[src/ssfc_defines.svh]
// constants for the stop, skip and fault control block
// assumes a single 30-bit one-address machine context
`ifndef SSFC_DEFINES_SVH
`define SSFC_DEFINES_SVH
// word layout
`define SSFC_WORD_W      30
`define SSFC_HALF_W      15
`define SSFC_SIGN_BIT    29
`define SSFC_JFLD_W      3
`define SSFC_JFLD_LO     21
`define SSFC_KFLD_LO     18
`define SSFC_KFLD_W      3
// function codes (octal)
`define SSFC_OP_MUL      6'o22
`define SSFC_OP_DIV      6'o23
`define SSFC_OP_CMPM     6'o43
`define SSFC_OP_JMPM     6'o61
`define SSFC_OP_RJMPA    6'o64
`define SSFC_OP_RJMPM    6'o65
`define SSFC_OP_STOP     6'o77
// skip conditions
`define SSFC_J_UNCOND    3'h1
`define SSFC_J_Q29       3'h2
`define SSFC_J_FAULT     3'h3
// operand interpretation selecting the immediate half word
`define SSFC_K_IMM       3'h0
// compare tests
`define SSFC_CMP_EQ      2'h0
`define SSFC_CMP_NE      2'h1
`define SSFC_CMP_GT      2'h2
`define SSFC_CMP_LT      2'h3
// clock: one tick per second, seven days
`define SSFC_TICK_SEC    1
`define SSFC_CLK_HZ      25000000
`define SSFC_WEEK_SEC    604800
`define SSFC_ZERO30      30'h0000_0000
`define SSFC_ZERO15      15'h0000
`endif

[src/ssfc_pkg.sv]
// types for the stop, skip and fault control block
// assumes ssfc_defines.svh is compiled alongside
package ssfc_pkg;
  typedef enum logic [1:0] {ST_RUN, ST_HALT} ssfc_state_t;
  // one instruction step presented by the sequencer
  typedef struct packed {
    logic        valid;
    logic [5:0]  func;
    logic [2:0]  jfld;
    logic [2:0]  kfld;
    logic [14:0] yfld;
  } ssfc_instr_t;
  // arithmetic operands for the step
  typedef struct packed {
    logic [29:0] acc;
    logic [29:0] operand;
    logic [29:0] mask;
    logic [29:0] qreg;
    logic [1:0]  cmp_sel;
  } ssfc_arith_t;
  // stepping results
  typedef struct packed {
    logic        skip;
    logic        halted;
    logic [2:0]  stop_j;
    logic        stop_lamp;
    logic        div_fault;
    logic        cmp_true;
    logic [14:0] next_addr;
    logic [14:0] return_addr;
  } ssfc_status_t;
endpackage

[src/ssfc_core.sv]
// stop, skip and fault control for a 30-bit one-address machine
// assumes the sequencer presents one decoded step per valid pulse
`timescale 1ns/100ps
`default_nettype none
`include "ssfc_defines.svh"
// Overview of operation
// - six console selectors choose which manual jumps halt
// - halt on manual jump lights lamp with the j value
// - high-speed mode lights lamp but keeps running
// - high-speed mode ignores programmed stop instructions
// - global clear zeroes every register and designator
// - divide by zero or overflow is a fault; j=3 skips on it
// - divide fault never halts
// - j=1 skips unconditionally
// - product spans accumulator and low register
// - factors handled positive; sign fixed after skip test
// - multiply j=2 skips when low bit 29 is one
// - masked compare with four tests, accumulator unchanged
// - low 15 bits usable as immediate operand
// - real time clock wraps once every seven days
// - return jump records the resumption address
module ssfc_core #(
  parameter int unsigned PRESCALE = `SSFC_CLK_HZ * `SSFC_TICK_SEC
) (
  // clock and reset
  input  wire logic               sys_clk,
  input  wire logic               reset,
  // console
  input  wire logic               clear_key,
  input  wire logic [5:0]         stop_sel,
  input  wire logic               high_speed,
  input  wire logic               resume,
  input  wire logic               rtc_enable,
  // sequencer
  input  wire ssfc_pkg::ssfc_instr_t instr,
  input  wire ssfc_pkg::ssfc_arith_t arith,
  input  wire logic [14:0]        prog_addr,
  // results
  output var ssfc_pkg::ssfc_status_t status,
  output logic [29:0]             result_acc,
  output logic [29:0]             result_q,
  output logic [29:0]             operand_out,
  output logic [29:0]             rtc_count
);
  typedef struct packed {
    ssfc_pkg::ssfc_state_t  fsm;
    ssfc_pkg::ssfc_status_t stat;
    logic [29:0]            acc;
    logic [29:0]            q;
    logic [29:0]            opnd;
  } ssfc_core_st_t;
  ssfc_core_st_t st_ff, nxt_st;
  // combinational arithmetic terms
  logic [29:0] mag_a, mag_b;   // factor magnitudes
  logic [29:0] quot, rem;      // divide results
  logic [29:0] m_op, m_acc;    // masked compare terms
  logic [5:0]  sel_hit;        // console selector matches
  logic [59:0] prod_raw, prod_fix;
  logic        neg, div_bad, q29_pre, jstop, cmp_res;
  logic [29:0] eff_opnd;
  // =====================================================
  // operand selection
  // immediate half word
  assign eff_opnd = (instr.kfld == `SSFC_K_IMM) ? {`SSFC_ZERO15, instr.yfld} : arith.operand;
  // =====================================================
  // multiply and divide datapath
  // positive factors
  assign mag_a = arith.acc[`SSFC_SIGN_BIT] ? (~arith.acc + 30'h0000_0001) : arith.acc;
  assign mag_b = eff_opnd[`SSFC_SIGN_BIT] ? (~eff_opnd + 30'h0000_0001) : eff_opnd;
  assign neg = arith.acc[`SSFC_SIGN_BIT] ^ eff_opnd[`SSFC_SIGN_BIT];
  // a product of two 30-bit magnitudes always fits the 60-bit pair
  // double length product
  assign prod_raw = {30'h0000_0000, mag_a} * {30'h0000_0000, mag_b};
  assign prod_fix = neg ? (~prod_raw + 60'h000_0000_0000_0001) : prod_raw;
  assign q29_pre = prod_raw[`SSFC_SIGN_BIT];
  // a zero divisor forces zero results so the divider never sees it
  assign quot = (mag_b == `SSFC_ZERO30) ? `SSFC_ZERO30 : mag_a / mag_b;
  assign rem = (mag_b == `SSFC_ZERO30) ? `SSFC_ZERO30 : mag_a % mag_b;
  assign div_bad = (mag_b == `SSFC_ZERO30) || quot[`SSFC_SIGN_BIT];
  // =====================================================
  // masked compare
  // four tests on masked parts
  assign m_op = eff_opnd & arith.mask;
  assign m_acc = arith.acc & arith.mask;
  always_comb begin
    case (arith.cmp_sel)
      `SSFC_CMP_EQ: cmp_res = (m_op == m_acc);
      `SSFC_CMP_NE: cmp_res = (m_op != m_acc);
      `SSFC_CMP_GT: cmp_res = (m_op > m_acc);
      `SSFC_CMP_LT: cmp_res = (m_op < m_acc);
      default:      cmp_res = 1'b0;
    endcase
  end
  // =====================================================
  // manual jump stop selection
  // selector per j value
  // selector bit g guards the manual jump whose j value is g + 1
  generate
    for (genvar g = 0; g < $bits(stop_sel); g++) begin : g_sel
      assign sel_hit[g] = stop_sel[g] && (instr.jfld == 3'(g + 1));
    end
  endgenerate
  // j values 0 and 7 have no selector and never stop
  assign jstop = |sel_hit;
  // =====================================================
  // step sequencing
  always_comb begin
    nxt_st = st_ff;
    case (st_ff.fsm)
      ssfc_pkg::ST_RUN: begin
        if (instr.valid) begin
          // a new step drops the skip, fault and compare flags of the previous one; the stop lamp stays lit
          nxt_st.stat.skip = 1'b0;
          nxt_st.stat.div_fault = 1'b0;
          nxt_st.stat.cmp_true = 1'b0;
          nxt_st.opnd = eff_opnd;
          if (instr.jfld == `SSFC_J_UNCOND) begin
            nxt_st.stat.skip = 1'b1;
          end
          case (instr.func)
            `SSFC_OP_MUL: begin
              nxt_st.acc = prod_fix[59:30];
              nxt_st.q = prod_fix[29:0];
              if (instr.jfld == `SSFC_J_Q29 && q29_pre) begin
                nxt_st.stat.skip = 1'b1;
              end
            end
            `SSFC_OP_DIV: begin
              // quotient takes the factor signs, q keeps the remainder
              // fault never halts
              nxt_st.stat.div_fault = div_bad;
              nxt_st.acc = neg ? (~quot + 30'h0000_0001) : quot;
              nxt_st.q = rem;
              if (instr.jfld == `SSFC_J_FAULT && div_bad) begin
                nxt_st.stat.skip = 1'b1;
              end
            end
            `SSFC_OP_CMPM: begin
              nxt_st.acc = arith.acc;
              nxt_st.stat.cmp_true = cmp_res;
              // a true test skips; j=1 has already set the skip
              if (cmp_res) begin
                nxt_st.stat.skip = 1'b1;
              end
            end
            `SSFC_OP_JMPM, `SSFC_OP_RJMPM: begin
              // manual jumps stop only when their selector is on
              if (jstop) begin
                nxt_st.stat.stop_lamp = 1'b1;
                nxt_st.stat.stop_j = instr.jfld;
                if (!high_speed) begin
                  nxt_st.fsm = ssfc_pkg::ST_HALT;
                  nxt_st.stat.halted = 1'b1;
                end
              end
            end
            `SSFC_OP_STOP: begin
              if (!high_speed) begin
                nxt_st.fsm = ssfc_pkg::ST_HALT;
                nxt_st.stat.halted = 1'b1;
              end
            end
            default: begin
              // other functions pass the accumulator through
              nxt_st.acc = arith.acc;
            end
          endcase
          if (instr.func == `SSFC_OP_RJMPA || instr.func == `SSFC_OP_RJMPM) begin
            nxt_st.stat.return_addr = prog_addr + 15'h0001;
          end
          nxt_st.stat.next_addr = prog_addr + (nxt_st.stat.skip ? 15'h0002 : 15'h0001);
        end
      end
      // halted: steps are ignored until the console resumes
      ssfc_pkg::ST_HALT: begin
        if (resume) begin
          nxt_st.fsm = ssfc_pkg::ST_RUN;
          nxt_st.stat.halted = 1'b0;
          nxt_st.stat.stop_lamp = 1'b0;
        end
      end
      // an unused state code falls back to running
      default: begin
        nxt_st.fsm = ssfc_pkg::ST_RUN;
      end
    endcase
  end
  // state register
  // the clear key acts like reset on every register
  always_ff @(posedge sys_clk) begin
    if (reset || clear_key) begin
      st_ff <= '0;
    end else begin
      st_ff <= nxt_st;
    end
  end
  // =====================================================
  // outputs
  // every output comes straight from a flip-flop
  assign status = st_ff.stat;
  assign result_acc = st_ff.acc;
  assign result_q = st_ff.q;
  assign operand_out = st_ff.opnd;
  // real time clock, also cleared by the console key
  ssfc_rtc #(.PRESCALE(PRESCALE)) u_rtc (
    .sys_clk    (sys_clk),
    .reset      (reset || clear_key),
    .rtc_enable (rtc_enable),
    .rtc_count  (rtc_count)
  );
endmodule
`default_nettype wire

[src/ssfc_rtc.sv]
// seven-day real time clock counter
// assumes sys_clk at the rate the header names
`timescale 1ns/100ps
`default_nettype none
`include "ssfc_defines.svh"
module ssfc_rtc #(
  parameter int unsigned PRESCALE = `SSFC_CLK_HZ * `SSFC_TICK_SEC,
  parameter int unsigned WRAP     = `SSFC_WEEK_SEC
) (
  // clock and reset
  input  wire logic        sys_clk,
  input  wire logic        reset,
  // control
  input  wire logic        rtc_enable,
  // count
  output logic [29:0]      rtc_count
);
  typedef struct packed {
    logic [24:0] pre;
    logic [29:0] cnt;
  } ssfc_rtc_st_t;
  ssfc_rtc_st_t st_ff, nxt_st;
  // =====================================================
  // counting
  // weekly wrap
  always_comb begin
    nxt_st = st_ff;
    if (rtc_enable) begin
      if (st_ff.pre == 25'(PRESCALE - 1)) begin
        nxt_st.pre = '0;
        nxt_st.cnt = (st_ff.cnt == 30'(WRAP - 1)) ? `SSFC_ZERO30 : st_ff.cnt + 30'h0000_0001;
      end else begin
        nxt_st.pre = st_ff.pre + 25'h000_0001;
      end
    end
  end
  always_ff @(posedge sys_clk) begin
    if (reset) begin
      st_ff <= '0;
    end else begin
      st_ff <= nxt_st;
    end
  end
  assign rtc_count = st_ff.cnt;
endmodule
`default_nettype wire
[config.mk]
export PLATFORM = sky130hd
export DESIGN_NAME = ssfc_core
export DESIGN_NICKNAME = d
export VERILOG_FILES = /design/src/ssfc_pkg.sv /design/src/ssfc_core.sv /design/src/ssfc_rtc.sv
export VERILOG_INCLUDE_DIRS = /design/src
export SDC_FILE = /design/constraint.sdc
export NUM_CORES = 2
export LEC_CHECK = 0
export ABC_AREA = 1
export BUFFER_PORTS_ARGS = -buffer_cell sky130_fd_sc_hd__clkbuf_2
export CELL_PAD_IN_SITES_DETAIL_PLACEMENT = 0
export CELL_PAD_IN_SITES_GLOBAL_PLACEMENT = 1
export CORE_MARGIN = 4
export CORE_UTILIZATION = 45
export DETAILED_ROUTE_END_ITERATION = 6
export HOLD_SLACK_MARGIN = 0.1
export PLACE_DENSITY = 0.82
export RECOVER_POWER = 25
export SETUP_SLACK_MARGIN = 0.3
export SLEW_MARGIN = 10
export SYNTH_ARGS = -nofsm -noshare
export SYNTH_HDL_FRONTEND = slang
export SYNTH_SLANG_ARGS = --single-unit
[constraint.sdc]
create_clock -name sys_clk -period 201 [get_ports sys_clk]
set_input_delay 40.2 -clock sys_clk [delete_from_list [all_inputs] [get_ports sys_clk]]
set_output_delay 40.2 -clock sys_clk [all_outputs]
set_load 0.1 [all_outputs]
==> impl_metrics.env <==
export IMPL_outcome="complete, but fails checks"
export IMPL_violations="max-capacitance violations, max-slew violations"
export IMPL_avgViaCountPerCell=5.39
export IMPL_die_area_mm2=0.158
export IMPL_start_kind="input port"
export IMPL_clock_latency_ps=470
export IMPL_synth_area_leader_cell="fa_1"
export IMPL_cts_setup_buffers=0
export IMPL_io_pins=335
export IMPL_grt_pass1_vias=63800
export IMPL_fmax_mhz=7.05
export IMPL_period_minus_slack_ps=141760
export IMPL_synthCells=9874
export IMPL_netlist_area_mm2=0.0683
export IMPL_finalCritPeriodShare_pct=70.5
export IMPL_clock_path_buffers=2
export IMPL_worstPathRequired_ps=201370
export IMPL_synthTopCellsByArea="fa_1 23%, ha_1 14%, nand2_1 12%"
export IMPL_cts_resized=0
export IMPL_drc=0
export IMPL_crit_path_end_kind="flop"
export IMPL_grt_pass1_wl_mm=378
export IMPL_vias=64100
export IMPL_final_cells=11900
export IMPL_critPathMaxFanout=57
export IMPL_setup_tns_ps=0
export IMPL_synth_top_cell_area_share_pct=22.9
export IMPL_syn_area_per_cell_um2=6.92
export IMPL_drive_gt1_share_pct=8.47
export IMPL_synthToLayoutAreaGrowth_pct=3.81
export IMPL_synth_seq_cells=184
export IMPL_cts_root_buf="clkbuf_16"
export IMPL_rsz0062_at_grt="false"
export IMPL_clkSinkCount=184
export IMPL_grt_antenna_before_repair=12
export IMPL_slew_headroom_pct=-61.9
export IMPL_critPathSlowestCell="a2111oi_2"
export IMPL_start_util_pct=45.5
export IMPL_fillers=15600
export IMPL_skew_ps=16.8
export IMPL_nets=11600
export IMPL_cts_tree="yes"
export IMPL_dp_slack_ps=59810
export IMPL_hold_class="flop to flop"
export IMPL_fp_dieW_um=398
export IMPL_gp_congestion=1.00
export IMPL_htree_levels=4
export IMPL_cts_made_buffers=17
export IMPL_core_rowCount=142
export IMPL_hold_buffers=0
export IMPL_cap_violations=1
export IMPL_async_reset_ff_share_pct=0
export IMPL_criticalPathCategory="input port to flop"
export IMPL_tightest_slew_ps=2420
export IMPL_seq_area_mm2=0.00368
export IMPL_routed_wl_mm=248
export IMPL_port_buffers=304
export IMPL_crit_path_frequent_cell="nand2_1"
export IMPL_routedWlPerCell_um=20.8
export IMPL_die_y_um=398
export IMPL_whs_ps=492
export IMPL_synthesis_nets=11600
export IMPL_setup_viol=0
export IMPL_grt_max_degree=90
export IMPL_grt_use_total_pct=31.1
export IMPL_drv_slew=39
export IMPL_core_area_mm2=0.150
export IMPL_finalHoldViolCount=0
export IMPL_place_inst=11900
export IMPL_setup_ws_ps=59240
export IMPL_path_clk_slew_ps=80
export IMPL_ant_nets=0
export IMPL_arrival_ps=142130
export IMPL_seq_area_frac_synth_pct=5.39
export IMPL_drt_iter0_markers=4988
export IMPL_yosysWarnings=0
export IMPL_synth_edff_count=0
export IMPL_synth_cell_type_count=93
export IMPL_drt_pass1_iterations=6
export IMPL_synthFlopType="dfxtp_1"
export IMPL_overflow=0
export IMPL_multi_input_area_mm2=0.0543
export IMPL_dpl_hpwl_mm=197
export IMPL_cpPeakStageDelay_ps=880
[cell families after synthesis]
| kind of cell | Yosys count | synth area share [%] |
|---|---|---|
| AND/OR/NAND/NOR | 3809 | 24.2 |
| adder cells (fa/ha/maj) | 1540 | 36.8 |
| AO/OA/AOI/OAI | 1450 | 12.3 |
| multiplexers | 1 | 0.0146 |
| flip-flops | 184 | 5.39 |
| buffers and inverters | 2437 | 15.5 |
| XOR/XNOR | 453 | 5.81 |
[metrics by stage]
| step | utilization (%) | instance area [um^2] |
|---|---|---|
| floorplan | - | 68300 |
| global placement | 46.9 | 70400 |
| detailed placement | 46.9 | 70400 |
| CTS | 47.3 | 71000 |
| global route | 47.2 | 70900 |
| finish | 47.2 | 70900 |
[synthesized netlist by cell type (21+ instances only)]
master and n:
nand4_1 88, nand3_2 33, o21ai_2 40, o21ai_0 359
o221ai_1 21, buf_1 29, nand2_1 2134, dfxtp_1 184
a31oi_1 41, nand2_2 114, clkbuf_8 40, nand3_1 292
nor4_1 44, ha_1 758, o211ai_1 41, xor2_1 298
xnor2_1 155, o21ai_1 104, o21bai_1 62, a21o_1 21
nand2_4 31, nand3b_1 30, fa_1 782, inv_2 25
inv_1 1908, a21oi_1 612, a211oi_1 28, buf_6 35
nor2_1 787, buf_4 172, clkbuf_1 180, or2_2 82
nor3_1 108
[metal layers]
layer	track usage [%]	up-vias	part of all wire [%]
met3	6.06	451	8.5
met1	40.1	30800	41
met5	0	-	0.011
met4	13.4	4	5.4
li1	-	30700	-
met2	50.9	2196	45
[area by class of cell]
cell class / instances / area share [%]
inverters: 1962 / 10.4
flip-flops and latches: 184 / 5.19
repair buffers: 440 / 3.45
clock inverters: 12 / 0.194
well taps: 2016 / 3.56
multi-input cells: 7253 / 76.5
clock buffers: 20 / 0.630
diodes: 6 / 0.0212
[cell usage in the layout, fill, tap and decap left out, drive strengths merged, types with 10 or more instances in the layout]
master / netlist / routed
clkinv: 22 / 25
or2: 84 / 84
dfxtp: 184 / 184
inv: 1940 / 1945
o21a: 14 / 14
a31oi: 41 / 41
o221ai: 21 / 21
nand3: 328 / 328
buf: 251 / 136
o21ai: 504 / 504
o31ai: 12 / 12
a21oi: 633 / 633
nand3b: 32 / 32
o211ai: 41 / 41
xnor2: 155 / 155
nand4: 88 / 88
a21o: 22 / 22
clkbuf: 221 / 324
xor2: 298 / 298
nor4: 45 / 45
a221oi: 11 / 11
a21boi: 10 / 10
nor2: 819 / 819
nor3: 113 / 113
a211oi: 28 / 28
ha: 758 / 758
o21bai: 67 / 67
nand2: 2280 / 2280
fa: 782 / 782
[final timing paths]
path / from / slack (ps) / endpoint / depth (start not counted)
setup / recovery: instr[16] / 59240 / result_acc[27] / 666
hold / removal: u_rtc.st_ff[35] / 490 / u_rtc.st_ff[35] / 1
setup reg to reg: u_rtc.st_ff[30] / 197500 / u_rtc.rtc_count[29] / 24
hold reg to reg: u_rtc.st_ff[35] / 490 / u_rtc.st_ff[35] / 1
[sequential cells by signal (all words and copies together) (netlist names)]
register,flops
result_acc,30
result_q,30
u_rtc.rtc_count,30
operand_out,30
u_rtc.st_ff,25
st_ff,1
status,38
[worst max-delay path: cells and delay by family]
family | cells | cell delay [ps]
AO/OA/AOI/OAI | 239 | 45730
AND/OR/NAND/NOR | 281 | 31310
adder cells (fa/ha/maj) | 30 | 9780
buffers and inverters | 116 | 14650
Power is left out: the tool's default activity adds up to more than one toggle a clock period on the data nets, which glitch-free logic cannot reach.
